### src/design/onoff_ctrl_pkg.sv
// Purpose : shared constants and types of the power on/off, fault clear and phase block
// Assumes : one 25 MHz clock, command bytes already decoded by the bus target engine
// Notes   : all offsets, fields, reset values and counts live here
package onoff_ctrl_pkg;

    // ==========
    // command codes
    localparam logic [7:0] CODE_ENABLE_CFG  = 8'h02;
    localparam logic [7:0] CODE_FAULT_CLEAR = 8'h03;
    localparam logic [7:0] CODE_PHASE_SEL   = 8'h04;

    // ==========
    // enable-source configuration fields
    localparam int         CFG_AUTOSTART_BIT = 4;
    localparam int         CFG_CMD_SEL_BIT   = 3;
    localparam int         CFG_PIN_SEL_BIT   = 2;
    localparam int         CFG_POLARITY_BIT  = 1;
    localparam int         CFG_OFF_DELAY_BIT = 0;
    localparam logic [7:0] CFG_UNUSED_MASK   = 8'he0;
    localparam logic [7:0] CFG_RESET         = 8'h17;

    // ==========
    // operation byte fields
    localparam int         OP_ON_BIT       = 7;
    localparam int         OP_SOFT_OFF_BIT = 6;

    // ==========
    // phase selection
    localparam int         NUM_PHASES  = 4;
    localparam logic [7:0] PHASE_ALL   = 8'hff;
    localparam logic [7:0] PHASE_RESET = 8'hff;
    localparam logic [7:0] PHASE_LEAD  = 8'h00;

    // ==========
    // status: bit that flags a rejected data byte
    localparam int         STATUS_W    = 8;
    localparam int         INVALID_BIT = 1;

    // ==========
    // converter sequencing
    localparam int         CNT_W = 16;

    typedef enum logic [1:0] {
        CONV_OFF  = 2'b00,
        CONV_ON   = 2'b01,
        CONV_HOLD = 2'b10,
        CONV_RAMP = 2'b11
    } conv_state_t;

    typedef struct packed {
        logic       valid;
        logic       write;
        logic [7:0] code;
        logic [7:0] data;
    } cmd_req_t;

    typedef struct packed {
        logic       valid;
        logic       ack;
        logic       invalid;
        logic [7:0] data;
    } cmd_resp_t;

endpackage : onoff_ctrl_pkg

### src/design/level_sync.sv
// Purpose : two-flop synchroniser for levels arriving from pins
// Assumes : inputs are quasi-static compared with the clock
// Notes   : first stage is read only by the second stage
`timescale 1ns/1ps
module level_sync #(
    parameter int W = 1
) (
    input  wire logic         sys_clk_i,
    input  wire logic         rstn_i,
    input  wire logic [W-1:0] async_i,
    output logic      [W-1:0] sync_o
);
    logic [W-1:0] meta_r;

    always_ff @(posedge sys_clk_i or negedge rstn_i)
    begin
        if (!rstn_i)
        begin
            meta_r <= '0;
            sync_o <= '0;
        end
        else
        begin
            meta_r <= async_i;
            sync_o <= meta_r;
        end
    end
endmodule : level_sync

### src/design/power_onoff_ctrl.sv
// Purpose : start/stop decision, fault status clear with alert handling, phase selection
// Assumes : command bytes arrive decoded; alert response success is a one-cycle pulse
// Notes   : alert pin is open drain, the wire is pulled low while alert_oe_o is high
//
// Behaviour
// - upper three enable-config bits read zero; a write setting any of them is rejected.
// - autostart clear means run whenever input power is present.
// - command-select bit decides whether the operation on/off bit counts.
// - pin-select bit decides whether the enable pin counts; lockout follows it.
// - both select bits set means pin and command must both agree.
// - polarity bit 0 is active-low pin, 1 active-high; lockout needs high.
// - delay bit 0, pin off: hold regulation, then ramp output down.
// - delay bit 1, pin off: stop conversion immediately.
// - the enable/undervoltage pin is the enable pin used here.
// - unsupported enable-config value is rejected, flagged and alerted.
// - fault clear wipes status of selected phase, or all phases on all-select.
// - fault clear also releases the alert output.
// - fault clear never restarts a converter latched off by a fault.
// - a fault still present after clearing sets its bit again and alerts.
// - after alert response reply, release alert but keep status bits.
// - sources seen before the reply stay muted until cleared or the converter restarts; newer ones alert.
// - written phase selects the target of later phased commands.
// - phased commands fail until the phase configuration exists.
// - each phase keeps its own status storage selected by phase.
// - lead device is phase zero; followers take their stack position.
// - phases below phase_count_i single, all-select means every phase, others invalid.
// - operation bit 7 off stops, on enables when command input counts.
`timescale 1ns/1ps
module power_onoff_ctrl
    import onoff_ctrl_pkg::*;
#(
    parameter int PHASES = onoff_ctrl_pkg::NUM_PHASES
) (
    input  wire logic                                 sys_clk_i,
    input  wire logic                                 rstn_i,
    // decoded command port
    input  wire onoff_ctrl_pkg::cmd_req_t             cmd_i,
    output onoff_ctrl_pkg::cmd_resp_t                 resp_o,
    input  wire logic                                 ara_done_i,
    // pins
    input  wire logic                                 enable_undervoltage_pin_i,
    input  wire logic                                 sense_follower_select_pin_i,
    // same-domain inputs from the rest of the device
    input  wire logic                                 input_power_ok_i,
    input  wire logic [7:0]                           operation_i,
    input  wire logic                                 fault_latched_off_i,
    input  wire logic [PHASES-1:0][STATUS_W-1:0]      fault_src_i,
    input  wire logic [1:0]                           stack_position_i,
    input  wire logic [2:0]                           phase_count_i,
    input  wire logic                                 phase_cfg_ready_i,
    input  wire logic [onoff_ctrl_pkg::CNT_W-1:0]     turnoff_hold_cycles_i,
    input  wire logic [onoff_ctrl_pkg::CNT_W-1:0]     turnoff_ramp_cycles_i,
    // outputs
    output logic                                      convert_en_o,
    output logic                                      ramp_down_o,
    output logic                                      undervoltage_lockout_en_o,
    output logic                                      alert_oe_o,
    output logic [7:0]                                phase_sel_o,
    output logic [7:0]                                own_phase_o,
    output logic [PHASES-1:0][STATUS_W-1:0]           status_o
);
    import onoff_ctrl_pkg::*;

    // ==========
    // state
    typedef struct packed {
        conv_state_t                      conv;
        logic [CNT_W-1:0]                 cnt;
        logic [7:0]                       cfg;
        logic [7:0]                       phase_sel;
        logic [7:0]                       own_phase;
        logic [PHASES-1:0][STATUS_W-1:0]  status;
        logic [PHASES-1:0][STATUS_W-1:0]  muted;
        logic                             alert;
        logic                             undervoltage_lockout_en;
        cmd_resp_t                        resp;
    } ctrl_state_t;

    ctrl_state_t s_r;
    ctrl_state_t s_nxt;

    // ==========
    // pin synchronisers
    logic [1:0] pins_sync;

    level_sync #(
        .W (2)
    ) u_pin_sync (
        .sys_clk_i (sys_clk_i),
        .rstn_i    (rstn_i),
        .async_i   ({sense_follower_select_pin_i, enable_undervoltage_pin_i}),
        .sync_o    (pins_sync)
    );

    logic en_pin_s;
    logic follower_s;
    assign en_pin_s   = pins_sync[0];
    assign follower_s = pins_sync[1];

    // ==========
    // next state
    logic                            pin_active;
    logic                            pin_gate;
    logic                            cmd_gate;
    logic                            run_req;
    logic                            pin_off_event;
    logic                            cmd_off_event;
    logic                            invalid_set;
    logic                            clear_hit;
    logic                            any_new;
    logic                            clear_any;
    logic                            off_on_toggle;
    logic [STATUS_W-1:0]             set_bits;
    logic [STATUS_W-1:0]             base_bits;
    logic [STATUS_W-1:0]             base_muted;
    logic [7:0]                      phase_limit;

    always_comb
    begin
        s_nxt         = s_r;
        invalid_set   = 1'b0;
        clear_hit     = 1'b0;
        any_new       = 1'b0;
        clear_any     = 1'b0;
        off_on_toggle = 1'b0;
        set_bits      = '0;
        base_bits     = '0;
        base_muted    = '0;
        phase_limit   = {5'h00, phase_count_i};

        s_nxt.resp = '0;

        // own phase from strap pin; lead is fixed at zero
        s_nxt.own_phase = follower_s ? {6'h00, stack_position_i} : PHASE_LEAD;

        // polarity applied after the synchroniser
        pin_active = s_r.cfg[CFG_POLARITY_BIT] ? en_pin_s : ~en_pin_s;
        pin_gate   = s_r.cfg[CFG_PIN_SEL_BIT] ? pin_active : 1'b1;
        cmd_gate   = s_r.cfg[CFG_CMD_SEL_BIT] ? operation_i[OP_ON_BIT] : 1'b1;

        // lockout function only with the pin respected and active high
        s_nxt.undervoltage_lockout_en = s_r.cfg[CFG_PIN_SEL_BIT] & s_r.cfg[CFG_POLARITY_BIT];

        if (!s_r.cfg[CFG_AUTOSTART_BIT])
        begin
            run_req = input_power_ok_i;
        end
        else
        begin
            run_req = input_power_ok_i & pin_gate & cmd_gate;
        end
        // a latched-off fault keeps the converter down whatever clears status
        run_req = run_req & ~fault_latched_off_i;

        pin_off_event = s_r.cfg[CFG_PIN_SEL_BIT] & ~pin_active;
        cmd_off_event = s_r.cfg[CFG_CMD_SEL_BIT] & ~operation_i[OP_ON_BIT];

        // ==========
        // command handling
        if (cmd_i.valid)
        begin
            s_nxt.resp.valid = 1'b1;
            s_nxt.resp.ack   = 1'b1;
            unique case (cmd_i.code)
                CODE_ENABLE_CFG:
                begin
                    if (cmd_i.write)
                    begin
                        if ((cmd_i.data & CFG_UNUSED_MASK) != 8'h00)
                        begin
                            invalid_set        = 1'b1;
                            s_nxt.resp.invalid = 1'b1;
                        end
                        else
                        begin
                            s_nxt.cfg = cmd_i.data;
                        end
                    end
                    else
                    begin
                        s_nxt.resp.data = s_r.cfg & ~CFG_UNUSED_MASK;
                    end
                end
                CODE_FAULT_CLEAR:
                begin
                    if (!cmd_i.write)
                    begin
                        s_nxt.resp.ack = 1'b0;
                    end
                    else if (!phase_cfg_ready_i)
                    begin
                        invalid_set        = 1'b1;
                        s_nxt.resp.invalid = 1'b1;
                    end
                    else
                    begin
                        clear_hit = 1'b1;
                    end
                end
                CODE_PHASE_SEL:
                begin
                    if (cmd_i.write)
                    begin
                        // valid: single phase present in the stack, or all-select
                        if (cmd_i.data == PHASE_ALL ||
                            (phase_cfg_ready_i && cmd_i.data < phase_limit))
                        begin
                            s_nxt.phase_sel = cmd_i.data;
                        end
                        else
                        begin
                            invalid_set        = 1'b1;
                            s_nxt.resp.invalid = 1'b1;
                        end
                    end
                    else
                    begin
                        s_nxt.resp.data = s_r.phase_sel;
                    end
                end
                default:
                begin
                    s_nxt.resp.ack = 1'b0;
                end
            endcase
        end

        // ==========
        // converter sequencing
        s_nxt.cnt = (s_r.cnt != '0) ? s_r.cnt - CNT_W'(1) : '0;
        unique case (s_r.conv)
            CONV_OFF:
            begin
                if (run_req)
                begin
                    s_nxt.conv    = CONV_ON;
                    off_on_toggle = 1'b1;
                end
            end
            CONV_ON:
            begin
                if (fault_latched_off_i)
                begin
                    s_nxt.conv = CONV_OFF;
                end
                else if (!run_req)
                begin
                    if (pin_off_event && s_r.cfg[CFG_OFF_DELAY_BIT])
                    begin
                        s_nxt.conv = CONV_OFF;
                    end
                    else if ((pin_off_event && !s_r.cfg[CFG_OFF_DELAY_BIT]) ||
                             (cmd_off_event && operation_i[OP_SOFT_OFF_BIT]))
                    begin
                        s_nxt.conv = CONV_HOLD;
                        s_nxt.cnt  = turnoff_hold_cycles_i;
                    end
                    else
                    begin
                        s_nxt.conv = CONV_OFF;
                    end
                end
            end
            CONV_HOLD:
            begin
                if (fault_latched_off_i)
                begin
                    s_nxt.conv = CONV_OFF;
                end
                else if (pin_off_event && s_r.cfg[CFG_OFF_DELAY_BIT])
                begin
                    s_nxt.conv = CONV_OFF;
                end
                else if (run_req)
                begin
                    s_nxt.conv = CONV_ON;
                end
                else if (s_r.cnt == '0)
                begin
                    s_nxt.conv = CONV_RAMP;
                    s_nxt.cnt  = turnoff_ramp_cycles_i;
                end
            end
            CONV_RAMP:
            begin
                // ramp runs to zero unless a latched-off fault stops it; a restart waits for zero output
                if (fault_latched_off_i || s_r.cnt == '0)
                begin
                    s_nxt.conv = CONV_OFF;
                end
            end
        endcase

        // ==========
        // status and alert, per phase
        for (int p = 0; p < PHASES; p++)
        begin
            set_bits = fault_src_i[p];
            if (invalid_set && s_r.own_phase == 8'(p))
            begin
                set_bits[INVALID_BIT] = 1'b1;
            end
            if (clear_hit && (s_r.phase_sel == PHASE_ALL || s_r.phase_sel == 8'(p)))
            begin
                base_bits  = '0;
                base_muted = '0;
                clear_any  = 1'b1;
            end
            else
            begin
                base_bits  = s_r.status[p];
                base_muted = off_on_toggle ? '0 : s_r.muted[p];
            end
            // set wins over clear so a standing fault is not lost
            s_nxt.status[p] = base_bits | set_bits;
            if ((set_bits & ~base_bits & ~base_muted) != '0)
            begin
                any_new = 1'b1;
            end
            s_nxt.muted[p] = ara_done_i ? (base_muted | s_nxt.status[p]) : base_muted;
        end

        if (any_new)
        begin
            s_nxt.alert = 1'b1;
        end
        else if (clear_any)
        begin
            s_nxt.alert = 1'b0;
        end
        else if (ara_done_i)
        begin
            s_nxt.alert = 1'b0;
        end
    end

    // ==========
    // registers
    always_ff @(posedge sys_clk_i or negedge rstn_i)
    begin
        if (!rstn_i)
        begin
            s_r           <= '0;
            s_r.conv      <= CONV_OFF;
            s_r.cfg       <= CFG_RESET;
            s_r.phase_sel <= PHASE_RESET;
            s_r.own_phase <= PHASE_LEAD;
        end
        else
        begin
            s_r <= s_nxt;
        end
    end

    // ==========
    // outputs straight from state flops
    assign convert_en_o              = (s_r.conv != CONV_OFF);
    assign ramp_down_o               = (s_r.conv == CONV_RAMP);
    assign undervoltage_lockout_en_o = s_r.undervoltage_lockout_en;
    assign alert_oe_o                = s_r.alert;
    assign phase_sel_o               = s_r.phase_sel;
    assign own_phase_o               = s_r.own_phase;
    assign status_o                  = s_r.status;
    assign resp_o                    = s_r.resp;

endmodule : power_onoff_ctrl

### config.mk
export PLATFORM = sky130hd
export DESIGN_NAME = power_onoff_ctrl
export DESIGN_NICKNAME = d
export VERILOG_FILES = /design/src/design/onoff_ctrl_pkg.sv /design/src/design/level_sync.sv /design/src/design/power_onoff_ctrl.sv
export SDC_FILE = /design/constraint.sdc
export NUM_CORES = 1
export LEC_CHECK = 0
export BUFFER_PORTS_ARGS = -buffer_cell sky130_fd_sc_hd__buf_2
export CAP_MARGIN = 20
export CORE_MARGIN = 2
export CORE_UTILIZATION = 52
export DETAILED_ROUTE_END_ITERATION = 8
export PLACE_DENSITY = 0.84
export SYNTH_ARGS = -nofsm -noshare
export SYNTH_HDL_FRONTEND = slang
export SYNTH_HIERARCHICAL = 1
export SYNTH_SLANG_ARGS = --single-unit
### constraint.sdc
create_clock -name sys_clk_i -period 6.55 [get_ports sys_clk_i]
set_input_delay 0.655 -clock sys_clk_i [delete_from_list [all_inputs] [get_ports sys_clk_i]]
set_output_delay 0.655 -clock sys_clk_i [all_outputs]
set_load 0.03 [all_outputs]
# Yosys cells after proc, flatten, opt, wreduce, memory -nomap -nowiden
# Cells that the tools add are included.
# totals
in_bits,103
reg_bits,114
out_inout_bits,63
wordCells,187
# classes
n_mux,75
eq_ne,18
n_bitwise,35
n_reduce_logical,36
order_cmp,1
add_sub_neg,1
# ops
op,count
8-bit two-way mux,17
16-bit two-way mux,7
8-bit bitwise AND,8
8-bit NOT,8
8-bit bitwise OR,8
8-bit nonzero test,5
18-bit two-way mux,2
1-bit two-way mux,33
8-bit by 2-bit equality test with 1-bit output (second input constant),4
16-bit one-hot mux with 2 select lines,1
2-bit two-way mux,9
8-bit equality test (second input constant),2
16-bit logical NOT,1
8-bit logical NOT,2
8-bit one-hot mux with 2 select lines,1
16-bit nonzero test,1
16-bit by 1-bit subtractor with 16-bit output (second input constant),1
1-bit logical AND,12
4-bit AND reduction,3
11-bit two-way mux,1
2-bit equality test (second input constant),4
8-bit by 1-bit equality test with 1-bit output (second input constant),1
8-bit by 3-bit equality test with 1-bit output (second input constant),1
8-bit by 3-bit less-than comparator with 1-bit output,1
other kinds (17),33

# Longest topological paths before layout
# Gate-level depths: netlist of run 1.
# depth
ltp_word,19
mapped_depth,10
depth_no_buf,10

# Hierarchy
# Netlist of run 1, hierarchy kept.
# modules_own_cells
module,cells_each,area_each_um2,seq_area_each_um2,n_inst
power_onoff_ctrl,595,5985.7,2767.7,1
level_sync,4,100.1,100.1,1

# Worst setup path after synthesis of run 1
# Ideal clock, no wire load.
# synth_timing
path_type,input to register
from,in cmd_i[11] (netlist bit)
to,"reg s_r, in the netlist alert_oe_o"
arrival_time_ns,2.499
path_slack_ns,3.912
required_time_ns,6.412
stages,9
n_path_buf,2
setup_ns,0.138
cell_sequence,or3_1 -> buf_6 -> nor4_4 -> buf_6 -> a211oi_2 -> o31ai_4 -> or3_1 -> nand3_1 -> or4_1
# synth_between
elab_chain_cells,14
elab_cells_between_ends,58
classes_between,3 x eq/ne; 26 x mux; 16 x bitwise; 13 x reduce/logical
# synth_rtl
element,line_no,rtl
from (decl),power_onoff_ctrl.sv:37,"input wire onoff_ctrl_pkg::cmd_req_t cmd_i,"
"parallel branches: the longest is 14 deep, another holds 8-bit by 3-bit equality test with 1-bit output",--,
to (signal assigned),power_onoff_ctrl.sv:351,s_r <= s_nxt;
to (decl),power_onoff_ctrl.sv:79,ctrl_state_t s_r;
# Several ways; the timed one is not identified.
# A chain may end at the register's enable or synchronous reset.

# Worst setup path after layout of run 1
# layout_timing
from,reg s_r[94] (netlist bit)
to,"reg s_r, in the netlist alert_oe_o"
# layout_between
elab_chain_cells,18
elab_cells_between_ends,34
classes_between,18 x mux; 11 x bitwise; 5 x reduce/logical
# layout_rtl
element,line_no,rtl
1-bit two-way mux *,power_onoff_ctrl.sv:137,pin_active = s_r.cfg[CFG_POLARITY_BIT] ? en_pin_s : ~en_pin_s;
1-bit two-way mux *,power_onoff_ctrl.sv:138,pin_gate = s_r.cfg[CFG_PIN_SEL_BIT] ? pin_active : 1'b1;
1-bit bitwise AND * (2 in series),power_onoff_ctrl.sv:150,run_req = input_power_ok_i & pin_gate & cmd_gate;
1-bit two-way mux *,power_onoff_ctrl.sv:144,if (!s_r.cfg[CFG_AUTOSTART_BIT])
1-bit bitwise AND *,power_onoff_ctrl.sv:153,run_req = run_req & ~fault_latched_off_i;
1-bit two-way mux *,power_onoff_ctrl.sv:234,if (run_req)
1-bit two-way mux *,power_onoff_ctrl.sv:231,unique case (s_r.conv)
8-bit two-way mux,power_onoff_ctrl.sv:312,base_muted = off_on_toggle ? '0 : s_r.muted[p];
8-bit two-way mux,power_onoff_ctrl.sv:303,if (clear_hit && (s_r.phase_sel == PHASE_ALL || s_r.phase_sel == 8'(p)))
8-bit NOT,power_onoff_ctrl.sv:316,if ((set_bits & ~base_bits & ~base_muted) != '0)
8-bit bitwise AND,power_onoff_ctrl.sv:316,
8-bit nonzero test,power_onoff_ctrl.sv:316,
1-bit two-way mux (3 in series),power_onoff_ctrl.sv:316,
1-bit two-way mux *,power_onoff_ctrl.sv:316,
3-bit nonzero test (no source line) or 1-bit two-way mux (tied branches),--,
# Every way passes the cells marked *; elsewhere a longest branch is shown, timed or not.

==> results of run 1 <==
-- area by class of cell --
type                    instances  area (sq um)
clock inverters                 9         172.7
multi-input cells             394          2631
repair buffers                157         818.3
inverters                      20         75.07
clock buffers                  23         508.0
well taps                     143         178.9
flip-flops and latches        114          2868
fillers                       939          4167
-- where the power goes --
part	switching, W	total [W]	internal, W
logic	0.000234	0.000393	0.000160
registers	0.0000636	0.000842	0.000779
clock network	0.000317	0.00105	0.000733
-- registers in the layout (all words and copies together) (netlist names) --
name	count
resp_o	11
alert_oe_o	1
own_phase_o	2
u_pin_sync/sync_o	2
s_r	55
u_pin_sync/meta_r	2
undervoltage_lockout_en_o	1
status_o	32
phase_sel_o	8
-- cell families after synthesis --
kind of cell	Yosys count	share of synthesized area, %
buf+inv	96	9.950
fa+ha+maj	8	1.645
xor+xnor	10	1.439
mux	14	2.549
flops	114	47.12
other cells	1	0.06162
compound gates	177	20.87
simple gates	179	16.37
-- layer usage --
layer,share of wire [%],track usage [%],vias up
met5,0.070,0,-
met4,1.9,9.024,2
met3,7.5,7.343,31
met2,49,42.13,244
met1,41,33.85,2461
li1,-,-,2342
-- cell usage in the layout (no fill, tap or decap), types with 5 or more instances in the layout --
master     count
buf_2        152
dfrtp_1      102
a22o_1        45
nor2_1        38
nand2_1       33
o21ai_0       31
a21o_1        27
a21oi_1       22
inv_1         20
clkbuf_16     17
nand2b_1      16
a22oi_1       15
mux2_2        12
dfstp_2       12
nand3_1       11
nand4_1       11
nor4_1         9
o22ai_1        9
and3_1         8
nor3_1         8
and2_1         8
ha_1           8
nor2b_1        7
xnor2_1        6
nor3b_1        6
conb_1         6
clkbuf_8       6
or3_1          5
bufinv_16      5
-- through the flow --
| step | utilization (%) | setup WS, ns |
|---|---|---|
| finish | 63.51 | 3.402 |
| floorplan | - | 3.912 |
| global route | 63.51 | 3.244 |
| CTS | 63.27 | 3.456 |
| global placement | 57.31 | 3.405 |
| detailed placement | 57.31 | 3.391 |
-- worst max path at each step --
stage                             start                endpoint  slack (ns)  cells past startpoint
CTS                 s_r[94]$_DFFE_PN1P_  alert_oe_o$_DFFE_PN0P_        3.46                      8
global route        s_r[94]$_DFFE_PN1P_  alert_oe_o$_DFFE_PN0P_        3.24                      8
global placement              cmd_i[11]  alert_oe_o$_DFFE_PN0P_        3.40                      8
detailed placement            cmd_i[11]  alert_oe_o$_DFFE_PN0P_        3.39                      8
floorplan                     cmd_i[11]  alert_oe_o$_DFFE_PN0P_        3.91                      9
finish              s_r[94]$_DFFE_PN1P_  alert_oe_o$_DFFE_PN0P_        3.40                      8
-- critical path: stages, from the launching register on --
cell and delay (ns):
dfstp_2 0.57, xor2_1 0.27, nand3_1 0.15, nand4_1 0.69, o21ai_1 0.22, a222oi_1 0.36
and3_1 0.25, nand4_1 0.11, or4_1 0.40
==> flow_summary.ini, run 1 <==
[run_status]
outcome = completed

[cts]
h-tree-depth = 4
cts-root-buf = clkbuf_16
postCtsSetupBuffers = 0
clock_sinks = 114
cts_buffer_depth = 2
cts_tree = yes
ctsHoldBuffers = 0
path_clk_slew_ns = 0.05
clkLatencyLatePin_ns = 0.42
cts_made_buffers = 17
ctsResizeCount = 0

[power_and_ir_drop]
p_leak_nw = 3.178
total_power_w = 0.002286
ir_drop_mv = 0.1840
power_density_nw_per_um2 = 315.3

[sta]
fin_tns_setup_ns = 0
finalSetupViolCount = 0
drv_slew = 0
finalClockSkew_ns = 0.007883
rsz0062_at_grt = no
timing.final.crit_share_pct = 48.07
clock.fmax_ghz = 0.3176
worst_slew_pin_slew_ns = 0.9486
slew_headroom_pct = 36.57
holdWs_ns = 0.1763
min_period_ns = 3.148
hold_viol_final = 0

[grt]
overflow = 0
grt_pass1_wl_mm = 25.85
track_usage_pct = 26.02
grt_max_degree = 81
grt_pass1_vias = 5074
antenna_found_initial = 1

[floorplan]
start_util_pct = 53.30
ios = 166
die_w_microns = 112.2
num_rows = 39
dieArea_sq_um = 12580
die_y_microns = 112.2
core-area_sq_um = 11420

[hold_path]
min_path_type = input port to asynchronous set/reset pin

[job]
drv_cap = 0

[place]
portBuffers = 153
gp_congestion = 0.8797
postPlaceCellArea_sq_um = 6544
hpwl_mm = 11.31
dpl.cell_count = 827

[critical_path]
r2r_setup_slack_ns = 3.40
reg2reg_depth = 8
crit_path_end_kind = register
reg2reg_from = s_r[94]$_DFFE_PN1P_
arrival_ns = 3.44
startpoint_type = register
crit_fanout = 20
crit_type = register to register
regToRegEndpoint = alert_oe_o$_DFFE_PN0P_
critPathRequiredTime_ns = 6.84

[yosys]
yosys-top-cells-area = dfrtp_1 42%, buf_4 7.3%, a22o_1 6.5%
synth_edf_count = 0
synth-seq-cells = 114
synth_top_area_share_pct = 41.94
yosysTopAreaCell = dfrtp_1
synthTopCellsByCount = 102 x dfrtp_1, 59 x buf_4, 45 x a22o_1
yosysMostFrequentCell = dfrtp_1
synthCells = 599
yosysUniqueCellTypes = 61
synth_area_sq_um = 6086
async_reset_ff_share_pct = 100.0
syn_area_per_cell_sq_um = 10.16
ys_seq_area_share_pct = 47.12
ys.flop_type = dfrtp_1
synth_warnings = 6

[drt]
wl_mm = 15.82
drtIter0Drc = 465
wl_per_cell_microns = 18.39
antenna_left = 0
drt-vias-per-instance = 5.907
drc_errors = 0
dr.pass1.iters = 5
via_count = 5080

[final_layout]
fin_area_sq_um = 7252
drive_gt1_share_pct = 31.10
antennaDiodeCount = 0
area_growth_syn_to_layout_pct = 19.16
nets = 815
fin_cells = 860
Note: power is estimated with default switching activity, not from simulation.
==> run 2: changes to the inputs <==
--- a/config.mk
+++ b/config.mk
@@ -5,12 +5,13 @@
 export SDC_FILE = /design/constraint.sdc
 export NUM_CORES = 1
 export LEC_CHECK = 0
+export ABC_AREA = 1
 export BUFFER_PORTS_ARGS = -buffer_cell sky130_fd_sc_hd__buf_2
 export CAP_MARGIN = 20
 export CORE_MARGIN = 2
 export CORE_UTILIZATION = 52
 export DETAILED_ROUTE_END_ITERATION = 8
-export PLACE_DENSITY = 0.84
+export PLACE_DENSITY = 0.83
 export SYNTH_ARGS = -nofsm -noshare
 export SYNTH_HDL_FRONTEND = slang
 export SYNTH_HIERARCHICAL = 1
==> constraint.sdc (replaced) <==
create_clock -name sys_clk_i -period 2.9 [get_ports sys_clk_i]
set_input_delay 0.29 -clock sys_clk_i [delete_from_list [all_inputs] [get_ports sys_clk_i]]
set_output_delay 0.29 -clock sys_clk_i [all_outputs]
set_load 0.03 [all_outputs]
==> run 2 against run 1 <==
  * Combinational power grew to 2.6 times the previous value
  * Register-to-register slack worse by 2.7 ns
  * Non-clock buffer count is 5 higher
  * Total power is 120% higher
  * Sequential power is 120% higher
  * Hold slack worse by 0.15 ns
  * Synthesized cell count is 36% higher
  * Global-route usage is 2.6 points lower
  * Clock skew is 0.0045 ns higher
  * Synthesized area is 9.7% higher
  * Critical path type unchanged
  * Critical endpoint is now s_r[115]$_DFF_PN0_
  * Largest cell class unchanged
  * Largest power group unchanged
==> flow_summary.ini, run 2 <==
[run_status]
outcome = completed

[floorplan]
die_w_microns = 117.3
start_util_pct = 53.14
die_y_microns = 117.3
num_rows = 41
dieArea_sq_um = 13770
ios = 166
core-area_sq_um = 12570

[yosys]
async_reset_ff_share_pct = 100.0
yosys-top-cells-area = dfrtp_1 38%, nand2_1 10%, buf_4 7.2%
synth_warnings = 6
synth-seq-cells = 114
syn_area_per_cell_sq_um = 8.215
synthSimpleGateAreaFrac_pct = 22.56
synth.area.mux_share_pct = 0.5058
synthCells = 813
synth_compound_area_share_pct = 15.79
yosysMostFrequentCell = nand2_1
synthTopCellsByCount = 179 x nand2_1, 112 x inv_1, 102 x dfrtp_1
synth_area_sq_um = 6679
synth_top_area_share_pct = 38.22
yosysUniqueCellTypes = 47
ys_seq_area_share_pct = 42.94
ys.flop_type = dfrtp_1
synth_top_family_by_area = simple AND/OR/NAND/NOR gates
yosysTopAreaCell = dfrtp_1
synth_xor_area_share_pct = 1.442
synth_edf_count = 0
synthAdderAreaFrac_pct = 1.499

[grt]
overflow = 0
antenna_found_initial = 1
grt_pass1_wl_mm = 25.68
grt_max_degree = 51
grt_pass1_vias = 5546
track_usage_pct = 23.40

[final_layout]
nets = 1033
multi_input_area_sq_um = 2814
drive_gt1_share_pct = 27.91
fin_area_sq_um = 7785
area_growth_syn_to_layout_pct = 16.56
antennaDiodeCount = 0
ff_latch_area_sq_um = 2868
largest_reg_flops = 55
mostFrequentLayoutCell = nand2_1
largest_register = s_r
n_fill_cell = 1098
final_cell_mix = 179 x nand2_1, 152 x buf_2, 112 x inv_1

[cts]
cts_buffer_depth = 2
cts-root-buf = clkbuf_16
path_clk_slew_ns = 0.05
clock_sinks = 114
ctsResizeCount = 0
postCtsSetupBuffers = 0
cts_made_buffers = 17
cts_tree = yes
clkLatencyLatePin_ns = 0.42
ctsHoldBuffers = 3
h-tree-depth = 4

[critical_path]
crit_type = register to register
crit_fanout = 13
reg2reg_from = s_r[101]$_DFF_PN0_
startpoint_type = register
critPathRequiredTime_ns = 3.24
arrival_ns = 2.59
cp-startpoint = s_r[101]$_DFF_PN0_
reg2reg_depth = 12
r2r_setup_slack_ns = 0.65
regToRegEndpoint = s_r[115]$_DFF_PN0_
crit_path_end_kind = register
critPathCapture = s_r[115]$_DFF_PN0_

[power_and_ir_drop]
ir_drop_mv = 0.3077
p_leak_nw = 3.812
power_density_nw_per_um2 = 636.1

[job]
drv_cap = 0

[hold_path]
min_path_type = input port to register

[drt]
drc_errors = 0
via_count = 5529
met3_length_microns = 978
drt-vias-per-instance = 4.995
drtIter0Drc = 376
wl_met2_mm = 7.346
met1Wirelength_mm = 6.673
wl_mm = 15.41
wl_per_cell_microns = 13.92
antenna_left = 0
dr.pass1.iters = 5
top_layer_used = met5

[sta]
hold_viol_final = 0
min_period_ns = 2.246
fin_tns_setup_ns = 0
clock.fmax_ghz = 0.4453
drv_slew = 0
holdWs_ns = 0.02255
finalClockSkew_ns = 0.01236
timing.final.crit_share_pct = 77.44
worst_slew_pin_slew_ns = 0.6368
rsz0062_at_grt = no
finalSetupViolCount = 0
slew_headroom_pct = 57.54

[place]
portBuffers = 153
hpwl_mm = 11.05
gp_congestion = 0.8356
postPlaceCellArea_sq_um = 7163
-- run 2: cell types whose count changed in the layout (fill, tap and decap cells not counted), sizes merged, moves of 20 or more --
cell | before | now
inv | 20 | 113
a21boi | 0 | 46
nand2 | 33 | 190
o21ai | 34 | 74
a21o | 27 | 0
a22o | 45 | 0
nand3 | 11 | 45
a21oi | 22 | 42
-- run 2: worst max-delay path, stage by stage, from the launching register on --
cell and delay [ns]:
dfrtp_1 0.39, inv_1 0.08, ha_1 0.19, inv_1 0.09, nor2_4 0.16, nand2_4 0.08, nor3_4 0.20, nand3_2 0.18
nor2_4 0.39, nand3_2 0.11, o21ai_1 0.11, nand2_1 0.11, o21ai_2 0.07
-- run 2: worst min path at each step --
stage	from	end	slack, ns	cells after the start
after floorplan	rstn_i	alert_oe_o$_DFFE_PN0P_	-0.006	0
after global placement	u_pin_sync/meta_r[0]$_DFF_PN0_	u_pin_sync/sync_o[0]$_DFF_PN0_	0.34	0
after detailed placement	u_pin_sync/meta_r[0]$_DFF_PN0_	u_pin_sync/sync_o[0]$_DFF_PN0_	0.34	0
after CTS	cmd_i[17]	resp_o[10]$_DFF_PN0_	0.006	1
after global routing	cmd_i[17]	resp_o[10]$_DFF_PN0_	0.006	1
final	cmd_i[17]	resp_o[10]$_DFF_PN0_	0.02	1
-- run 2: kinds of logic after synthesis --
family | after synthesis
flops | 114
buf+inv | 191
other cells | 1
xor+xnor | 11
mux | 3
fa+ha+maj | 8
compound gates | 172
simple gates | 313
-- run 2: layer usage --
metal / GRT usage, % / vias to the layer above
met2: 38.52 / 189
met3: 7.053 / 34
met1: 28.49 / 2552
met5: 0 / -
met4: 10.24 / 2
li1: - / 2752
-- run 2: power by group --
group	switching, W	internal (W)	leakage, nW
Combinational	0.000642	0.000398	2.31
Sequential	0.0000917	0.00174	1.21
Clock	0.000727	0.00135	0.289
-- run 2: cell type report --
| type | count | area share, % |
|---|---|---|
| timing repair buffer | 162 | 11.15 |
| tap | 172 | 2.764 |
| clock inverter | 9 | 1.334 |
| clock buffer | 23 | 6.268 |
| inverter | 114 | 5.497 |
| sequential | 114 | 36.84 |
| multi-input combinational | 513 | 36.15 |
-- run 2: per-stage QoR --
stage | total power (W) | worst slack (ns) | util (%) | cells
finish | 0.004952 | 0.6543 | 61.94 | 1107
global route | 0.005203 | 0.4542 | 61.94 | 1107
CTS | 0.004989 | 0.6470 | 61.94 | 1107
detailed placement | 0.002893 | 0.6992 | 56.99 | 1072
global placement | 0.002856 | 0.7085 | 56.99 | 1072
floorplan | 0.002631 | 1.109 | - | 818
